==> src/sadc_pkg.sv <==
package sadc_pkg;
   localparam logic [11:0] IDX_RES_LOW  = 12'hfe0;
   localparam logic [11:0] IDX_RES_HIGH = 12'hfe1;
   localparam logic [11:0] IDX_CTRL1    = 12'hfe2;
   localparam logic [11:0] IDX_CTRL2    = 12'hfe3;
   localparam int          AW           = 14;
   localparam logic [AW-1:0] ADDR_RES_LOW  = {IDX_RES_LOW, 2'b00};
   localparam logic [AW-1:0] ADDR_RES_HIGH = {IDX_RES_HIGH, 2'b00};
   localparam logic [AW-1:0] ADDR_CTRL1    = {IDX_CTRL1, 2'b00};
   localparam logic [AW-1:0] ADDR_CTRL2    = {IDX_CTRL2, 2'b00};
   localparam logic [7:0]  CTRL1_RESET  = 8'h10;
   localparam logic [7:0]  CTRL2_RESET  = 8'h10;
   localparam logic [9:0]  RESULT_RESET = 10'h000;
   localparam int C1_START   = 7;
   localparam int C1_MODE_LO = 5;
   localparam int C1_AIN_DIS = 4;
   localparam int C2_LADDER  = 5;
   localparam int C2_TIME_LO = 1;
   localparam int R2_DONE    = 5;
   localparam int R2_BUSY    = 4;
   typedef enum logic [1:0] {
      MODE_OFF    = 2'b00,
      MODE_SINGLE = 2'b01,
      MODE_RSVD   = 2'b10,
      MODE_REPEAT = 2'b11
   } sadc_mode_t;
   typedef enum logic [1:0] {
      ST_IDLE   = 2'b00,
      ST_SAMPLE = 2'b01,
      ST_TRIAL  = 2'b11
   } sadc_state_t;
   // Conversion = 3 sample phases + 10 bit trials, all of one phase length
   localparam logic [3:0] CONV_PHASES   = 4'hd;
   localparam logic [3:0] SAMPLE_PHASES = 4'h3;
   localparam int CLK_MHZ      = 125;
   localparam int FC_MHZ       = 125;
   localparam int BASE_CONV_FC = 39;
   localparam int BASE_PERIOD  = BASE_CONV_FC * CLK_MHZ / FC_MHZ / 13;
   function automatic logic [6:0] sadc_period(input logic [2:0] code);
      case (code)
         3'b000:  sadc_period = 7'(BASE_PERIOD);
         3'b010:  sadc_period = 7'(BASE_PERIOD * 2);
         3'b011:  sadc_period = 7'(BASE_PERIOD * 4);
         3'b100:  sadc_period = 7'(BASE_PERIOD * 8);
         3'b101:  sadc_period = 7'(BASE_PERIOD * 16);
         default: sadc_period = 7'(BASE_PERIOD * 32);
      endcase
   endfunction
endpackage

==> src/sadc_conv_if.sv <==
`timescale 1ns/10ps
interface sadc_conv_if;
   logic       start;
   logic       abort;
   logic [6:0] period;
   logic       busy;
   logic       done;
   logic       sample;
   logic [9:0] result;
   logic [9:0] dac_code;
   modport ctl (output start, abort, period, input busy, done, sample, result, dac_code);
   modport sar (input start, abort, period, output busy, done, sample, result, dac_code);
endinterface

==> src/sadc_top.sv <==
// Chosen here: the Avalon-MM interface to the registers.
`timescale 1ns/10ps
module sadc_top
   import sadc_pkg::*;
(
   input  wire logic          clk_i,               // 125 MHz clock
   input  wire logic          srst_i,              // Sync reset, high
   input  wire logic          standby_i,           // Stop/slow/sleep entered, level
   input  wire logic [AW-1:0] avs_address_i,       // Byte address
   input  wire logic          avs_read_i,          // Read request
   input  wire logic          avs_write_i,         // Write request
   input  wire logic [3:0]    avs_byteenable_i,    // Byte enables
   input  wire logic [31:0]   avs_writedata_i,     // Write data
   output logic [31:0]        avs_readdata_o,      // Read data
   output logic               avs_waitrequest_o,   // Wait request
   input  wire logic          comp_i,              // Comparator output
   output logic [2:0]         chan_sel_o,          // Mux channel
   output logic               chan_valid_o,        // Channel code not reserved
   output logic               analog_input_en_o,   // Analog input path on
   output logic               ladder_connect_o,    // Resistor ladder connected
   output logic               sample_o,            // Sample-hold tracking
   output logic [9:0]         dac_code_o,          // DAC trial code
   output logic               conv_done_irq_o      // Completion pulse
);
   sadc_conv_if conv ();

   logic       ack;
   logic       req;
   logic       acc;
   logic       wr_ctrl1;
   logic       wr_ctrl2;
   logic       rd_high;
   logic [31:0] rd_data;
   logic [31:0] next_rd_data;
   logic       conv_start_bit;
   sadc_mode_t operating_mode_field;
   logic       analog_input_disable;
   logic [3:0] channel_select;
   logic       ladder_always_on;
   logic [2:0] conv_time_code;
   logic       spare_bit4;
   logic       spare_bit0;
   logic [9:0] result;
   logic       conv_done_flag;
   logic       conv_busy_flag;
   logic       mode_ok;
   logic       repeat_pend;
   logic       launch;
   logic       store;
   logic [7:0] ctrl1_val;
   logic [7:0] ctrl2_val;

   sadc_sar u_sar (
      .clk_i  (clk_i),
      .srst_i (srst_i),
      .comp_i (comp_i),
      .conv   (conv.sar)
   );

   // Two-cycle slave: request cycle, then answer cycle with waitrequest low
   assign req = avs_read_i | avs_write_i;
   assign acc = req & ack;
   assign avs_waitrequest_o = req & ~ack;
   assign avs_readdata_o = rd_data;

   always_ff @(posedge clk_i) begin
      if (srst_i) begin
         ack <= 1'b0;
      end else begin
         ack <= req & ~ack;
      end
   end

   // Writes blocked in standby and on byte lanes other than lane 0
   assign wr_ctrl1 = acc & avs_write_i & avs_byteenable_i[0] & ~standby_i
                     & (avs_address_i == ADDR_CTRL1);
   assign wr_ctrl2 = acc & avs_write_i & avs_byteenable_i[0] & ~standby_i
                     & (avs_address_i == ADDR_CTRL2);
   assign rd_high  = acc & avs_read_i & (avs_address_i == ADDR_RES_HIGH);

   assign ctrl1_val = {conv_start_bit, operating_mode_field, analog_input_disable,
                       channel_select};
   assign ctrl2_val = {2'b00, ladder_always_on, spare_bit4, conv_time_code, spare_bit0};

   always_comb begin
      next_rd_data = 32'h0000_0000;
      if (avs_address_i == ADDR_RES_LOW) begin
         // Live trial bits stand in the low nibble, so they are not stable
         next_rd_data[7:0] = {result[1:0], conv_done_flag, conv_busy_flag,
                              conv.dac_code[3:0]};
      end else if (avs_address_i == ADDR_RES_HIGH) begin
         next_rd_data[7:0] = result[9:2];
      end else if (avs_address_i == ADDR_CTRL1) begin
         next_rd_data[7:0] = ctrl1_val;
      end else if (avs_address_i == ADDR_CTRL2) begin
         next_rd_data[7:0] = ctrl2_val;
      end
   end

   always_ff @(posedge clk_i) begin
      if (srst_i) begin
         rd_data <= 32'h0000_0000;
      end else if (avs_read_i && !ack) begin
         rd_data <= next_rd_data;
      end
   end

   always_ff @(posedge clk_i) begin
      if (srst_i || standby_i) begin
         operating_mode_field <= sadc_mode_t'(CTRL1_RESET[C1_MODE_LO +: 2]);
         analog_input_disable <= CTRL1_RESET[C1_AIN_DIS];
         channel_select       <= CTRL1_RESET[3:0];
      end else if (wr_ctrl1) begin
         operating_mode_field <= sadc_mode_t'(avs_writedata_i[C1_MODE_LO +: 2]);
         analog_input_disable <= avs_writedata_i[C1_AIN_DIS];
         channel_select       <= avs_writedata_i[3:0];
      end
   end

   always_ff @(posedge clk_i) begin
      if (srst_i || standby_i) begin
         conv_start_bit <= CTRL1_RESET[C1_START];
      end else if (wr_ctrl1 && avs_writedata_i[C1_START]) begin
         conv_start_bit <= 1'b1;
      end else begin
         conv_start_bit <= 1'b0;
      end
   end

   always_ff @(posedge clk_i) begin
      if (srst_i || standby_i) begin
         ladder_always_on <= CTRL2_RESET[C2_LADDER];
         spare_bit4       <= CTRL2_RESET[4];
         conv_time_code   <= CTRL2_RESET[C2_TIME_LO +: 3];
         spare_bit0       <= CTRL2_RESET[0];
      end else if (wr_ctrl2) begin
         ladder_always_on <= avs_writedata_i[C2_LADDER];
         spare_bit4       <= avs_writedata_i[4];
         conv_time_code   <= avs_writedata_i[C2_TIME_LO +: 3];
         spare_bit0       <= avs_writedata_i[0];
      end
   end

   // Reserved mode falls in with disabled
   assign mode_ok = (operating_mode_field == MODE_SINGLE)
                    || (operating_mode_field == MODE_REPEAT);
   assign conv_busy_flag = conv.busy;
   assign launch = ~conv.busy & ~standby_i & mode_ok
                   & (conv_start_bit | repeat_pend);
   assign conv.start  = launch;
   // Mode 00 or standby kills a running conversion in the same cycle
   assign conv.abort  = standby_i | ~mode_ok;
   assign conv.period = sadc_period(conv_time_code);
   assign store = conv.done & ~standby_i;

   always_ff @(posedge clk_i) begin
      if (srst_i || standby_i) begin
         repeat_pend <= 1'b0;
      end else begin
         repeat_pend <= conv.done & (operating_mode_field == MODE_REPEAT);
      end
   end

   // Standby wipes earlier results as well
   always_ff @(posedge clk_i) begin
      if (srst_i || standby_i) begin
         result <= RESULT_RESET;
      end else if (store) begin
         result <= conv.result;
      end
   end

   // A completion in the cycle of a clearing read still leaves the flag set
   always_ff @(posedge clk_i) begin
      if (srst_i || standby_i) begin
         conv_done_flag <= 1'b0;
      end else if (store) begin
         conv_done_flag <= 1'b1;
      end else if (rd_high || launch) begin
         conv_done_flag <= 1'b0;
      end
   end

   always_ff @(posedge clk_i) begin
      if (srst_i) begin
         conv_done_irq_o <= 1'b0;
      end else begin
         conv_done_irq_o <= store;
      end
   end

   assign chan_sel_o        = channel_select[2:0];
   assign chan_valid_o      = ~channel_select[3];
   assign analog_input_en_o = ~analog_input_disable;
   assign ladder_connect_o  = ladder_always_on | conv.busy;
   assign sample_o          = conv.sample;
   assign dac_code_o        = conv.dac_code;

   // Helper counters that only the checks read
   logic [10:0] busy_cnt;
   logic [10:0] exp_cnt;
   always_ff @(posedge clk_i) begin
      if (srst_i) begin
         busy_cnt <= 11'h000;
         exp_cnt  <= 11'h000;
      end else if (launch) begin
         busy_cnt <= 11'h000;
         exp_cnt  <= 11'(CONV_PHASES) * 11'(conv.period);
      end else if (conv.busy) begin
         busy_cnt <= busy_cnt + 11'h001;
      end
   end

   chk_start_launch: assert property (@(posedge clk_i) disable iff (srst_i)
      (wr_ctrl1 && avs_writedata_i[C1_START] && avs_writedata_i[6:5] == 2'b01
       && !conv.busy) ##1 !standby_i |=> conv_busy_flag)
      else $error("start write did not raise busy");
   chk_start_selfclr: assert property (@(posedge clk_i) disable iff (srst_i)
      conv_start_bit |=> !conv_start_bit)
      else $error("start bit not cleared");
   chk_mode_decode: assert property (@(posedge clk_i) disable iff (srst_i)
      launch |-> (operating_mode_field == MODE_SINGLE || operating_mode_field == MODE_REPEAT))
      else $error("launch in disabled or reserved mode");
   chk_chan_valid: assert property (@(posedge clk_i) disable iff (srst_i)
      chan_valid_o == (channel_select < 4'h8))
      else $error("channel valid wrong");
   chk_input_enable: assert property (@(posedge clk_i) disable iff (srst_i)
      standby_i |=> !analog_input_en_o)
      else $error("analog input left on in standby");
   chk_ladder_link: assert property (@(posedge clk_i) disable iff (srst_i)
      (!ladder_always_on && !conv_busy_flag) |-> !ladder_connect_o)
      else $error("ladder connected while idle");
   chk_conv_length: assert property (@(posedge clk_i) disable iff (srst_i)
      conv.done |-> busy_cnt == exp_cnt)
      else $error("conversion length wrong");
   chk_result_store: assert property (@(posedge clk_i) disable iff (srst_i)
      store |=> conv_done_flag && result == $past(conv.result) && conv_done_irq_o)
      else $error("result not stored on completion");
   chk_read_clear: assert property (@(posedge clk_i) disable iff (srst_i)
      (rd_high && !store) |=> !conv_done_flag)
      else $error("high result read kept done flag");
   chk_busy_standby: assert property (@(posedge clk_i) disable iff (srst_i)
      standby_i |=> !conv_busy_flag)
      else $error("busy survived standby");
   chk_repeat_again: assert property (@(posedge clk_i) disable iff (srst_i)
      (conv.done && operating_mode_field == MODE_REPEAT) ##1
      (!standby_i && operating_mode_field == MODE_REPEAT) |=> conv_busy_flag)
      else $error("repeat mode did not relaunch");
   chk_halt_nostore: assert property (@(posedge clk_i) disable iff (srst_i)
      (conv.busy && operating_mode_field == MODE_OFF) |=> !conv.busy ##1 $stable(result))
      else $error("halted conversion stored a result");
   chk_standby_ctrl: assert property (@(posedge clk_i) disable iff (srst_i)
      standby_i |=> ctrl1_val == CTRL1_RESET && ctrl2_val[5:0] == CTRL2_RESET[5:0])
      else $error("control not reset in standby");
   chk_keep_result: assert property (@(posedge clk_i) disable iff (srst_i)
      launch |=> !conv_done_flag && $stable(result))
      else $error("restart lost old result or kept done");
   chk_no_restart: assert property (@(posedge clk_i) disable iff (srst_i)
      $fell(standby_i) |-> !conv_busy_flag [*2])
      else $error("conversion restarted after standby");
endmodule

==> src/sadc_sar.sv <==
`timescale 1ns/10ps
module sadc_sar
   import sadc_pkg::*;
(
   input  wire logic clk_i,  // Clock
   input  wire logic srst_i, // Sync reset, high
   input  wire logic comp_i, // Comparator, asynchronous
   sadc_conv_if.sar  conv    // Sequencer control
);
   sadc_state_t state;
   logic       comp_meta;
   logic       comp_sync;
   logic [6:0] tick;
   logic [6:0] per_q;
   logic [3:0] phase;
   logic [9:0] mask;
   logic [9:0] sar_bits;
   logic       per_end;
   logic [9:0] decided;

   always_ff @(posedge clk_i) begin
      comp_meta <= comp_i;
      comp_sync <= comp_meta;
   end

   assign per_end = (tick == per_q - 7'h01);
   assign decided = comp_sync ? sar_bits : (sar_bits & ~mask);
   assign conv.busy     = (state != ST_IDLE);
   assign conv.sample   = (state == ST_SAMPLE);
   assign conv.dac_code = sar_bits;

   // Phase length is latched so a timing write cannot stretch a running conversion
   always_ff @(posedge clk_i) begin
      if (srst_i || conv.abort) begin
         state <= ST_IDLE;
         tick  <= 7'h00;
         phase <= 4'h0;
         mask  <= 10'h000;
         per_q <= 7'h01;
      end else begin
         case (state)
            ST_IDLE: begin
               if (conv.start) begin
                  state <= ST_SAMPLE;
                  tick  <= 7'h00;
                  phase <= 4'h0;
                  per_q <= conv.period;
               end
            end
            ST_SAMPLE: begin
               tick <= per_end ? 7'h00 : tick + 7'h01;
               if (per_end) begin
                  phase <= phase + 4'h1;
                  if (phase == SAMPLE_PHASES - 4'h1) begin
                     state <= ST_TRIAL;
                     mask  <= 10'h200;
                  end
               end
            end
            ST_TRIAL: begin
               tick <= per_end ? 7'h00 : tick + 7'h01;
               if (per_end) begin
                  phase <= phase + 4'h1;
                  mask  <= mask >> 1;
                  if (phase == CONV_PHASES - 4'h1) begin
                     state <= ST_IDLE;
                  end
               end
            end
            default: state <= ST_IDLE;
         endcase
      end
   end

   always_ff @(posedge clk_i) begin
      if (srst_i || conv.abort) begin
         sar_bits <= 10'h000;
      end else if (state == ST_IDLE && conv.start) begin
         sar_bits <= 10'h000;
      end else if (state == ST_SAMPLE && per_end && phase == SAMPLE_PHASES - 4'h1) begin
         sar_bits <= 10'h200;
      end else if (state == ST_TRIAL && per_end) begin
         sar_bits <= decided | (mask >> 1);
      end
   end

   // Abort clears done and the result here, so partial codes are never published
   always_ff @(posedge clk_i) begin
      if (srst_i || conv.abort) begin
         conv.done   <= 1'b0;
         conv.result <= RESULT_RESET;
      end else begin
         conv.done <= (state == ST_TRIAL) && per_end && (phase == CONV_PHASES - 4'h1);
         if ((state == ST_TRIAL) && per_end && (phase == CONV_PHASES - 4'h1)) begin
            conv.result <= decided;
         end
      end
   end
endmodule

==> config.mk <==
export PLATFORM = sky130hd
export DESIGN_NAME = sadc_top
export DESIGN_NICKNAME = d
export VERILOG_FILES = /design/src/sadc_pkg.sv /design/src/sadc_conv_if.sv /design/src/sadc_top.sv /design/src/sadc_sar.sv
export SDC_FILE = /design/constraint.sdc
export NUM_CORES = 1
export LEC_CHECK = 0
export BUFFER_PORTS_ARGS = -buffer_cell sky130_fd_sc_hd__buf_2
export CAP_MARGIN = 20
export CORE_MARGIN = 2
export CORE_UTILIZATION = 35
export DETAILED_ROUTE_END_ITERATION = 6
export GPL_ROUTABILITY_DRIVEN = 0
export PLACE_DENSITY = 0.65
export SLEW_MARGIN = 20
export SYNTH_ARGS = -nofsm -noshare
export SYNTH_HDL_FRONTEND = slang
export SYNTH_SLANG_ARGS = --single-unit
==> constraint.sdc <==
create_clock -name clk_i -period 3.7 [get_ports clk_i]
set_input_delay 0.37 -clock clk_i [delete_from_list [all_inputs] [get_ports clk_i]]
set_output_delay 0.37 -clock clk_i [all_outputs]
set_load 0.1 [all_outputs]
* Yosys cells after proc, flatten, opt, wreduce, memory -nomap -nowiden
Index checks and enable logic that the tools add are counted.
W data, S select, Z words.
** Storage, ports and cells
- Word-level logic and storage cells :: 130
- Input bits :: 56
- Register bits :: 89
** Cells by class
- Muxes and demuxes :: 27
- Bitwise logic cells :: 27
- Add/subtract/negate cells :: 3
- Equal/unequal tests :: 21
- Reduce and logical (&&, ||, !) cells :: 27
** Operator list (number)
- $mux W10 :: 6
- $eq A14 B14 Y1 const B :: 4
- $pmux W7 S5 :: 1
- $mux W8 :: 3
- $pmux W10 S2 :: 1
- $and A1 B1 Y1 :: 14
- $mux W7 :: 2
- $pmux W7 S2 :: 1
- $and A10 B10 Y10 :: 1
- $mux W2 :: 5
- $ne A2 B1 Y1 const B :: 5
- $not A10 Y10 :: 1
- $or A10 B9 Y10 :: 1
- $reduce_bool A2 Y1 :: 5
- $mux W4 :: 2
- $pmux W4 S2 :: 1
- $add A7 B1 Y7 const B :: 1
- $eq A7 B7 Y1 :: 1
- $logic_and A1 B1 Y1 :: 7
- $sub A7 B1 Y7 const B :: 1
- $eq A3 B2 Y1 const B :: 2
- $eq A3 B3 Y1 const B :: 2
- $mux W6 :: 1
- $not A1 Y1 :: 6
- 19 further kinds :: 31

* Longest topological paths before layout
Gate-level depths: netlist of run 1.
- Depth after elaboration :: 8
- Depth in mapped cells :: 11
- Gate-level depth less buffers :: 9

* Hierarchy
A second synthesis of run 1 with hierarchy kept.
** Second synthesis, totals
- Cells, all modules :: 531
- Area, all modules :: 4546.9 µm²
** By module, submodules not included
- sadc_sar :: sequential area each 1061.0 µm², cells each 319, times used 1, area an instance 2650.0 µm²
- sadc_top :: sequential area each 720.7 µm², cells each 212, times used 1, area an instance 1896.8 µm²

* Worst setup path before layout of run 1
OpenSTA, ideal clock, no wires.
- Kind :: reg-to-reg
- From :: reg u_sar.per_q[0]
- To :: reg u_sar.mask[5]
- Data arrival time :: 2.258 ns
- Stages on the path, launching flop included :: 11
- Path buffers :: 1
- Required time :: 3.630 ns
- Period minus slack after synthesis :: 2.329 ns
- Slack :: 1.371 ns
- Cells stage by stage :: dfxtp_1 inv_1 ha_1 xnor2_1 a211oi_2 o311ai_1 a211oi_4 o221ai_2 buf_6 or3_1 a21oi_1
** Between the ends
- Cells in the longest elaborated chain, start to end :: 4
** Ends and longest elaborated chain
- from (decl) :: line sadc_sar.sv:14 : logic [6:0] per_q;
- from (signal assigned) :: line sadc_sar.sv:47 : per_q <= conv.period;
- $sub A7 B1 Y7 * :: line sadc_sar.sv:26 : assign per_end = (tick == per_q - 7'h01);
- $eq A7 B7 Y1 * :: line sadc_sar.sv:26
- $ne A2 B1 Y1 (no source line)
- $reduce_and A4 Y1 (no source line) *
- to (signal assigned) :: line sadc_sar.sv:64 : mask <= mask >> 1;
- to (decl) :: line sadc_sar.sv:16 : logic [9:0] mask;
Every way passes the cells marked *; elsewhere a longest branch is shown, timed or not.
A chain may end at the register's enable or synchronous reset.

* Final worst setup path of run 1
- From :: reg u_sar.per_q[0]
- To :: reg u_sar.mask[4]
Same word-level chain as after synthesis.

==> reports/summary.md, run 1 <==
The tools report the final-report setup violation count as 0. Dividing the detail-routed wire length by the instance count gives 13.8 um. The post-route setup TNS came out at 0 ps.

The number of pins exceeding their max-slew limit in the final report was 0; the quantity of gates resized following cts was 0. The cell leakage power is 1.72 nW, and the pin slew with the least headroom to its limit is 796 ps. The final critical-path share of the clock period was 0.734; the total clock buffers created by CTS was 9. Between clock sinks in the finished design, the worst skew comes to 8.29 ps.

The compound-gate portion of the synthesized area is 0.136. The leftover overflow at the end of global routing came out at 0. By area the synthesized netlist is led by dfxtp_1, mux2i_1, a21oi_1. The logs give 3263 for the via count of the first global-routing pass and 107 for the count of pins on the block boundary. The insertion delay to the later sink of the worst-skew pair came out at 340 ps.

The first global-routing pass estimated 15.2 mm of wire. At the worst endpoint, the required time is 3970 ps. The run gives 588 as the post-layout net count.

Summed over all instances, the cell type with the most area after synthesis is dfxtp_1. After clock tree synthesis, the clock-pin slew on the worst setup and hold paths is 60 ps. The tool flagged a number of max-cap violations equal to 0. The minimum clock period after layout is 2720 ps, and the number of hold violations in the final report is 0. The tools report the cell at the root of the clock tree as clkbuf_16.

Once the clock tree was built, the setup fixing pass inserted 0 buffers. The endpoint identified for the worst register-to-register timing path is u_sar.mask[4]$_SDFFE_PP0P_. The post-synthesis share of cell area spent on xor and xnor gates was 0.0204. The sort of element at the end of the critical path is a flop. The worst hold path belongs to the class in -> reg. Counting along the longest clock path gives a buffer depth of 2. The internal power of the cells totals 0.00150 W.

The startpoint identified for the worst hold timing path is comp_i. The overall global routing resource usage was 0.145. The number of cells traversed by the worst hold path is 1. Share of total power consumed by net switching: 0.252. The worst-case IR drop observed on VDD is 0.226 mV. The total die area is 13000 um2. The share of synthesized area spent on multiplexers works out to 0.0932. The starting utilization of the core area was 0.356; the row count was 40. The fraction of synthesis flops using an asynchronous set or reset pin is 0, and the share of the synthesized area in the top cell type is 0.420. The tools report the net switching power figure as 0.000505 W. Summing every instance area after synthesis gives 4240 um2. The routed layout has 3452 vias. Setup repair after global routing left no endpoint under its margin. In this run the worst path has a maximum fanout of 12. The total power per unit cell area was 420 nW/um2.

For the achievable clock frequency, the log shows 368 MHz. The length of the first detailed-routing pass in iterations was 4; the die extent in x was 114 um. The worst hold path terminates at u_sar.comp_meta$_DFF_P_. The run gives 2990 ps as the critical path arrival. Counting flops and latches in the post-synthesis netlist gives 89. The detail-routed via count per cell came out at 5.09. The setup check on the worst reg-to-reg path leaves a slack of 980 ps.

The detailed router finished its first iteration with 282 violations. TritonCTS built the clock tree. The filler cells instantiated in the layout total 1192. The share of post-route cells with drive strength above 1 is 0.169, and the post-synthesis share of cell area spent on and, or, nand and nor gates is 0.230.

The reg-to-reg critical path startpoint was u_sar.per_q[0]$_SDFFE_PP1P_. The core region is 11900 um2. For the number of antenna violations at the first check in global routing, the log shows 0.

For this run, the leading register cell type out of synthesis is dfxtp_1. The logs give 0 for the antenna cell count and 0.00201 W for the total power consumption of the routed design. The flow ran to the end, and the final reports show no timing, DRC or antenna violations. Averaged over all synthesized cells, the footprint is 8.69 um2. The final layout contains routed wiring with a total length of 9.38 mm. Counting cells, the worst reg-to-reg path comes to 9. Layout overhead on the synthesized area: 12.7%. The kind of start point of the critical path is a flop.

The tools report the remaining antenna violation count as 0. The critical path is of the reg -> reg type. After synthesis, the largest family of logic cells by area is simple AND/OR/NAND/NOR gates.

The adder-cell share of the synthesized area is 0.0148, and the number of remaining DRC errors is 0. The max-slew headroom at the worst pin is 0.468, and the number of enable flip-flop cells after synthesis is 0. The clock network power share came out at 0.443. The floorplan die height was 114 um; the synthesized netlist cell count was 488. Yosys printed 0 warnings.

The maximum number of pins on one net before global-route repair was 41. Depth of the CTS H-tree: 3. The fraction of the yosys area taken by sequential cells was 0.420.

Total of hold buffers inserted after clock tree synthesis: 0. Port buffering added 55 buffers. The logs give 57 for the number of different library cells in the post-synthesis netlist and 0.077 for the part of the total power dissipated in combinational logic. The tools report the portion of total power attributed to sequential cells as 0.480. For this design, the sink count on the clock tree is 89. The detailed placement HPWL came out at 6.89 mm.
==> state kept, by name, indices dropped and copies added, names as in the netlist, 2 cells and up <==
register,flops
u_sar.state,2
u_sar.tick,7
channel_select,4
result,10
u_sar.per_q,7
u_sar.mask,10
operating_mode_field,2
avs_readdata_o,8
u_sar.conv.dac_code,10
conv_time_code,3
u_sar.phase,4
u_sar.conv.result,10
==> Yosys cell counts (3+ instances only) <==
cell type  number
a211oi_1        3
a21oi_1        47
a31oi_1         5
and4b_1         3
buf_2           6
buf_4          27
clkbuf_1       16
dfxtp_1        89
ha_1            5
inv_1          11
mux2i_1        26
mux4_2          6
nand2_1        50
nand2b_1       24
nand3_1        30
nand3b_1        3
nand4_1         4
nor2_1         47
nor2b_1         7
nor3_1          7
o21ai_0        15
o21ai_1         3
or2_2           3
or3_1           5
xnor2_1         4
xor2_1          4
==> how the worst max path moves through the flow <==
stage / start / cells after the start / to / slack [ps]
5_1_grt: u_sar.per_q[0]$_SDFFE_PP1P_ / 9 / u_sar.conv.dac_code[5]$_SDFFE_PP0P_ / 690
6_report: u_sar.per_q[0]$_SDFFE_PP1P_ / 9 / u_sar.mask[4]$_SDFFE_PP0P_ / 980
3_5_place_dp: u_sar.per_q[0]$_SDFFE_PP1P_ / 9 / u_sar.conv.dac_code[1]$_SDFFE_PP0P_ / 950
4_1_cts: u_sar.per_q[0]$_SDFFE_PP1P_ / 9 / u_sar.conv.dac_code[1]$_SDFFE_PP0P_ / 940
3_3_place_gp: u_sar.per_q[0]$_SDFFE_PP1P_ / 9 / u_sar.mask[5]$_SDFFE_PP0P_ / 1090
2_1_floorplan: u_sar.per_q[0]$_SDFFE_PP1P_ / 10 / u_sar.mask[5]$_SDFFE_PP0P_ / 1370
==> critical path, cell delays in order, from the launching register on <==
cell and delay [ps]:
dfxtp_1 430, inv_1 70, ha_1 290, nand2b_1 170, a21boi_1 210, o311ai_1 230
a211oi_4 410, o221ai_2 320, or3_1 380, a21oi_1 140
==> metrics by stage <==
stage	hold WS [ps]	cell area, um2	setup slack (ps)	instances	utilization
detailed placement	315	4490	954	663	0.377
global placement	312	4490	1090	663	0.377
CTS	128	4780	939	678	0.401
finish	131	4780	983	678	0.401
floorplan	310	4330	1370	511	-
global route	123	4780	687	678	0.401
==> cells by family (layout without fill, tap and decap cells) <==
kind of cell | Yosys count | in the layout
and+or+nand+nor | 195 | 195
AOI/OAI and AO/OA | 93 | 93
DFF | 89 | 89
buffers and inverters | 64 | 84
muxes | 32 | 32
xor gates and xnor gates | 9 | 9
adders and majority gates | 5 | 5
other | 1 | 24
==> cells in the final DEF, fill, tap and decap left out, types with 2 or more instances in the layout <==
master / netlist / final
clkbuf_1: 16 / 2
xnor2_1: 4 / 4
a211oi_1: 3 / 3
nor3b_1: 2 / 2
nand2b_1: 24 / 24
o21ai_0: 15 / 15
mux2i_1: 26 / 26
nand3b_1: 3 / 3
nor2_1: 47 / 47
and3_1: 2 / 2
mux4_2: 6 / 6
nor3_1: 7 / 7
a31oi_1: 5 / 5
nand4_1: 4 / 4
nor2b_1: 7 / 7
o21ai_1: 3 / 3
buf_4: 27 / 3
nand2_1: 50 / 50
nand3_1: 30 / 30
dfxtp_1: 89 / 89
ha_1: 5 / 5
clkbuf_16: 0 / 9
inv_1: 11 / 11
a211oi_2: 2 / 2
o2111ai_1: 2 / 2
xor2_1: 4 / 4
or2_2: 3 / 3
buf_2: 6 / 55
o21bai_1: 2 / 2
o211ai_1: 2 / 2
and4b_1: 3 / 3
or3_1: 5 / 5
a21oi_1: 47 / 47
clkinv_4: 0 / 2
conb_1: 1 / 24
==> power by group through the flow <==
stage,clock [W],combinational [W],sequential [W]
after detailed placement,0,0.000155,0.000984
after global routing,0.000943,0.000161,0.000962
after floorplan,0,0.000154,0.000983
after CTS,0.000901,0.000155,0.000963
after global placement,0,0.000154,0.000984
final,0.000888,0.000155,0.000963
==> layer usage <==
metal	part of all wire	up-vias	GRT usage
met4	0.016	0	0.0626
met3	0.059	9	0.0275
met5	0	-	0
met2	0.47	104	0.248
met1	0.46	1617	0.180
li1	-	1722	-
==> cell type report <==
class                           count  area (um2)  area share
Clock buffer                       11         233      0.0487
Inverter                           11        41.3     0.00864
Sequential cell                    89        1780       0.373
Clock inverter                      4        55.1      0.0115
Timing Repair Buffer               58         298      0.0623
Multi-Input combinational cell    358        2190       0.458
Tap cell                          147         184      0.0385
No activity file was read; power rests on OpenSTA's default activity.
==> inputs of run 2 (changes only) <==
- ABC_AREA: default -> 1
- PLACE_DENSITY: 0.65 -> 0.64
- clock period: 3.7 -> 2.55 ns (I/O delays scaled with it)
==> reports/summary.md, run 2 <==
Once detail routing completed, the nets flagged for antenna violations numbered 0. The fraction of synthesis flops using an asynchronous set or reset pin works out to 0. The maximum fanout count along the critical path was 13; the quantity of I/O buffers inserted on ports was 55. The tools report the number of pins exceeding their max-slew limit in the final report as 0.

The share of post-route cells with drive strength above 1 is 0.143, and the fraction of the yosys area taken by sequential cells is 0.412. The worst setup path is launched from a flop. The most common cell in the synthesized netlist is nand2_1. Row count: 40.

The data required time of the critical path is 2790 ps, and the number of buffers on the longest clock path is 2. Number of warnings printed during yosys synthesis: 0. The H-tree was split into 3 levels. For the number of hold violations in the final report, the log shows 0.

Across the run, the number of max-cap violations was 0. The peak supply drop was 0.252 mV; the antenna cell count was 0. In the final routed layout, each cell accounts on average for 12.1 um.

In this run the count of I/O pins placed on the die edge is 107. The tools report the sort of element at the end of the critical path as a flop. In the final design database the tool counted 719 nets. Leaving out fill and tap cells, the most frequent cell in the layout is nand2_1. The tools report the insertion delay to the later sink of the worst-skew pair as 340 ps. The total wirelength of the detailed-routed design came out at 10.1 mm. Total power per unit cell area: 590 nW/um2. The die extent in x works out to 115 um. Global routing finished with a remaining overflow of 0. Smallest hold slack: 164 ps.

dfxtp_1 takes more of the synthesized area than any other cell. The run gives 3682 as the via count of the first global-routing pass. Derived from the worst setup path, the maximum achievable clock frequency is 459 MHz.

In this run, synthesis produced a sequential element count of 89. After legalization and detailed placement, the total HPWL measured 7.45 mm. The flow ran to the end, and the final reports show no timing, DRC or antenna violations.

In this run the vertical extent of the chip is 115 um. The final critical-path share of the clock period was 0.855. TritonCTS built the clock tree. The total die area is 13300 um2, and the overall global routing resource usage is 0.158. CTS saw 89 sinks. For the worst setup path, the data arrival time is 2420 ps.

The run gives 260 as the DRC violation total after the first TritonRoute iteration. The primary flip-flop cell chosen by synthesis mapping is dfxtp_1. The critical path is of the reg -> reg type. The minimum clock period after layout is 2180 ps. By count the netlist is led by nand2_1, dfxtp_1, a21oi_1, inv_1, nor2_1. The clock slew seen by the registers of the worst setup and hold paths works out to 60 ps. The routed layout has 3901 vias. The share of the synthesized area in the top cell type is 0.412. The first global-routing pass estimated 16.8 mm of wire. On the final layout, the worst clock skew is 7.49 ps. In this run the cell area of the synthesized design comes to 4330 um2. Setup violations remaining at the end of the flow were counted as 0. For the max-slew headroom at the worst pin, the log shows 0.588. Entering global routing, the biggest net connects 29 pins. For the core outline area, the log shows 12100 um2. The layout overhead on the synthesized area is 14.7%. Synthesis produced a netlist whose cell count is 608. Yosys attributes the largest share of cell area to dfxtp_1, nand2_1, a21oi_1. Summed over all cells, the static leakage comes to 2.02 nW. After routing, the total negative slack on setup checks comes to 0 ps. The synthesized design contains 0 enable-type register cells.

The cell sitting at the root of the clock tree is a clkbuf_16. Path type of the worst min-delay path: in -> reg. For the total clock buffers created by CTS, the log shows 9.

At the pin with the least slew margin, the transition time is 614 ps. Number of remaining DRC errors: 0. The run gives 0 as the number of antenna violations at the first check in global routing.

The starting utilization of the core area came out at 0.359. The library cells used most frequently in the layout, excluding fill and tap cells, are nand2_1, dfxtp_1, a21oi_1, inv_1, nor2_1. The length of the first detailed-routing pass in iterations was 5; the number of different library cells in the post-synthesis netlist was 38. The detail-routed via count per cell is 4.69, and the total placed instance area is 4650 um2. The tools report the area of all placed cells without fillers as 4960 um2.

Setup repair after global routing left no endpoint under its margin. The mean cell area of the mapped netlist was 7.11 um2. The post-CTS setup-driven buffer insertion count was 0.
-- run 2: cell types whose count changed after synthesis, sizes merged, moves of 6 or more --
cell,before,now
nand2,50,138
inv,11,66
mux2i,26,0
nand2b,24,0
a21oi,48,69
nor2,47,65
o21ai,18,35
o211ai,2,12
nand3,30,38
nor2b,7,0
clkbuf,17,11
mux4,6,0
-- run 2: final cells by class --
cell class              count  area (um2)
inverters                  67         251
multi-input cells         429        2080
repair buffers             62         330
flip-flops and latches     89        1780
fillers                  1259        7100
well taps                 168         210
clock buffers              13         280
clock inverters             3        22.5
-- run 2: timing repair --
| item | 4_1_cts | 5_1_grt |
|---|---|---|
| gates resized for setup | 0 | 0 |
| endpoints found under the hold margin | 1 | 0 |
| hold buffers | 1 | 0 |
-- run 2: stage by stage --
step / util / power (W) / cells / worst slack [ps]
4_1_cts: 0.411 / 0.00295 / 831 / 377
6_report: 0.411 / 0.00293 / 831 / 370
2_1_floorplan: - / 0.00164 / 631 / 575
5_1_grt: 0.411 / 0.00302 / 831 / 199
3_3_place_gp: 0.385 / 0.00165 / 814 / 403
3_5_place_dp: 0.385 / 0.00165 / 814 / 392
-- run 2: worst max-delay path, cell delays in order, from the launching register on --
cell and delay (ps):
dfxtp_1 370, inv_2 80, ha_1 260, or2_1 240, nand2_1 60, nand2_1 40, nand2_1 60, nand3_2 140
nor2_8 220, nand2_1 310, a21oi_1 240, nor2_1 50
-- run 2: report_power, final --
| part | internal (W) | switching (W) | total (W) |
|---|---|---|---|
| clock network | 0.000768 | 0.000536 | 0.00130 |
| registers | 0.00139 | 0.00000204 | 0.00139 |
| logic | 0.0000252 | 0.000201 | 0.000227 |
| total | 0.00219 | 0.000739 | 0.00293 |
-- run 2: logic make-up (layout without fill, tap and decap cells) --
family,Yosys count,in the layout,synth area share
adder cells (fa/ha/maj),5,5,0.0145
flip-flops,89,89,0.412
AO/OA/AOI/OAI,132,132,0.169
other,1,24,0.000867
XOR/XNOR,8,8,0.0162
AND/OR/NAND/NOR,260,260,0.262
buffers and inverters,113,145,0.126
-- run 2: path summary, 6_finish.rpt --
kind	startpoint	to	slack, ps	depth (start not counted)
worst max register to register	u_sar.per_q[0]$_SDFFE_PP1P_	u_sar.conv.dac_code[9]$_SDFFE_PP0P_	370	11
worst max-delay path	u_sar.per_q[0]$_SDFFE_PP1P_	u_sar.conv.dac_code[9]$_SDFFE_PP0P_	370	11
worst min-delay path	avs_writedata_i[7]	conv_start_bit$_SDFF_PP0_	160	3
worst min register to register	u_sar.comp_meta$_DFF_P_	u_sar.comp_sync$_DFF_P_	330	0
-- run 2: per-layer routing --
metal / global-route usage / vias to the layer above / share of wire
met5: 0 / - / 0
met1: 0.212 / 1750 / 0.49
met3: 0.0390 / 8 / 0.061
met4: 0.0562 / 0 / 0.0092
met2: 0.250 / 114 / 0.44
li1: - / 2029 / -
==> inputs of run 3 (changes only) <==
- RECOVER_POWER: default -> 25
==> reports/summary.md, run 3 (synthesized netlist as in run 2, its figures left out) <==
The floorplan step defined a die boundary enclosing 13300 um2. Buffers placed on the I/O ports in this run total 55. The antenna cell count was 0. The tools report the number of hold violations in the final report as 0. Data arrives at the worst endpoint at 2440 ps. The tools report the remaining antenna violation count as 0. For this run, design rule violations remaining after detail routing come to 0. The worst hold path terminates at conv_start_bit$_SDFF_PP0_. The path type of the worst min-delay path was in -> reg. The area growth from synthesis to layout is 14.3%.

The number of placed cells counting well taps is 814. Setup slack closes at 351 ps. Leaving out fill and tap cells, the most frequent cells in the layout are nand2_1, dfxtp_1, a21oi_1, inv_1, nor2_1.

Once the clock tree was built, the setup fixing pass inserted 0 buffers. For this design the static power due to leakage is 1.97 nW. The detailed placement HPWL is 7.45 mm. The max-slew headroom at the worst pin is 0.211. Based on the critical path, the design can be clocked at up to 455 MHz.

In the final routed layout, each cell accounts on average for 12.1 um. Clock-pin slew was measured on the worst setup and hold paths at 60 ps. In this run the horizontal extent of the chip is 115 um. The fraction of the core area covered by cells at the end of the flow was 0.410; the peak supply drop was 0.252 mV.

The worst register-to-register path has a depth of 11. The dominant cell type by count on the critical path was nand2_1. Dividing total power by cell area gives a power density of 592 nW/um2. Entering global routing, the biggest net connects 29 pins. The final-report setup violation count came out at 0. The routed design has 10.1 mm of wire.

In this run the standard cell core region covers 12100 um2. Commonest non-fill, non-tap cell in the layout: nand2_1. The tools report the count of pins on the block boundary as 107. Leftover overflow at the end of global routing: 0. The share of post-route cells with drive strength above 1 is 0.124. The number of clock buffers added by TritonCTS is 9. Along the worst hold path, the cell count comes to 3. The number of violations of the max-capacitance limit was 0; the post-layout net count was 719. The largest single stage delay on the critical path is 370 ps.

In this run the critical register-to-register path is launched from u_sar.per_q[0]$_SDFFE_PP1P_. The logs give 168 ps for the smallest hold slack and 3 for the depth of the CTS H-tree. The number of pins exceeding their max-slew limit in the final report is 0, and the maximum fanout count along the critical path is 13. The setup path with the least slack is of type reg -> reg.

Using the TritonRoute via totals, the vias-per-cell ratio works out to 4.73. Detailed routing inserted a total of 3927 vias. The logs give 831 for the non-filler instance count after layout and 40 for the row count.

Prior to clock tree synthesis, the placed netlist has a worst setup slack of 392 ps. After the first detailed-routing iteration, the DRC count stood at 241. The via count of the first global-routing pass is 3682.

Setup total negative slack on the finished layout was measured at 0 ps. The number of buffers on the longest clock path was 2. The final critical-path share of the clock period was 0.863.

TritonCTS built the clock tree. The flow ran to the end, and the final reports show no timing, DRC or antenna violations. Setup repair after global routing left no endpoint under its margin. The data required time of the critical path is 2790 ps.

In this run the most critical hold path is launched from avs_writedata_i[7]. The sort of element at the end of the critical path is a flop. The length of the first detailed-routing pass in iterations is 5.

Traced cell by cell, the critical path runs through inv_2 > ha_1 > or2_1 > nand2_1 > nand2_1 > nand2_1 > nand3_2 > nor2_8 > nand2_1 > a21oi_1 > nor2_1. The overall global routing resource usage is 0.158. In this run the critical register-to-register path is captured at u_sar.conv.dac_code[9]$_SDFFE_PP0P_.

Cell at the root of the clock tree: clkbuf_16. The kind of start point of the critical path was a flop. For this design, the sink count on the clock tree is 89. The first global-routing pass estimated 16.8 mm of wire.

For the number of antenna violations at the first check in global routing, the log shows 0. The floorplan die height is 115 um, and the pin slew with the least headroom to its limit is 1190 ps. Across the routed clock network, the largest skew measured is 7.75 ps. Gates resized during post-CTS repair numbered 0. The largest individual stage delay along the critical path comes from the cell dfxtp_1. The starting utilization of the core area is 0.359, and the minimum clock period after layout is 2200 ps.

In this run the register-to-register setup slack is 350 ps. Clock latency on the worst-skew pair, taken at its later pin, is 340 ps.
-- run 3: layout make-up --
type	count	area [um2]
clock inverter	3	22.5
timing repair buffer	62	313
inverter	67	251
tap	168	210
clock buffer	13	280
multi-input combinational	429	2080
fill	1267	7120
sequential	89	1780
-- run 3: critical path, delay by kind of cell (launching register included) --
family	cells	cell delay [ps]
and+or+nand+nor	8	1140
buffers and inverters	1	80
DFF	1	370
adders and majority gates	1	260
AOI/OAI and AO/OA	1	240
-- run 3: repair_timing --
item                                    CTS  global route
endpoints found under the setup margin    0             0
hold buffers                              1             0
hold endpoints to repair                  1             0
-- run 3: worst max-delay path by stage --
stage / startpoint / endpoint / cells after the start
after floorplan: u_sar.state[0]$_SDFFE_PP0P_ / sample_o / 2
after global placement: u_sar.per_q[0]$_SDFFE_PP1P_ / u_sar.conv.dac_code[9]$_SDFFE_PP0P_ / 11
after detailed placement: u_sar.per_q[0]$_SDFFE_PP1P_ / u_sar.conv.dac_code[9]$_SDFFE_PP0P_ / 11
after CTS: u_sar.per_q[0]$_SDFFE_PP1P_ / u_sar.conv.dac_code[9]$_SDFFE_PP0P_ / 11
after global routing: srst_i / u_sar.conv.dac_code[4]$_SDFFE_PP0P_ / 9
final: u_sar.per_q[0]$_SDFFE_PP1P_ / u_sar.conv.dac_code[9]$_SDFFE_PP0P_ / 11
-- run 3: power by group --
part           switching, W  leakage, nW  internal [W]
Combinational      0.000201         1.10     0.0000242
Sequential       0.00000205        0.718       0.00139
Clock              0.000535        0.152      0.000768
-- run 3: routing by layer --
metal,vias to the layer above,share of wire,global-route usage
met3,10,0.059,0.0390
met1,1783,0.49,0.212
met5,-,0,0
met2,108,0.44,0.250
met4,0,0.012,0.0562
li1,2026,-,-
-- run 3: per-stage QoR --
stage                     area [um2]  power [W]
after floorplan                 4410    0.00164
after global placement          4650    0.00165
after detailed placement        4650    0.00165
after CTS                       4960    0.00295
after global routing            4940    0.00302
final                           4940    0.00292
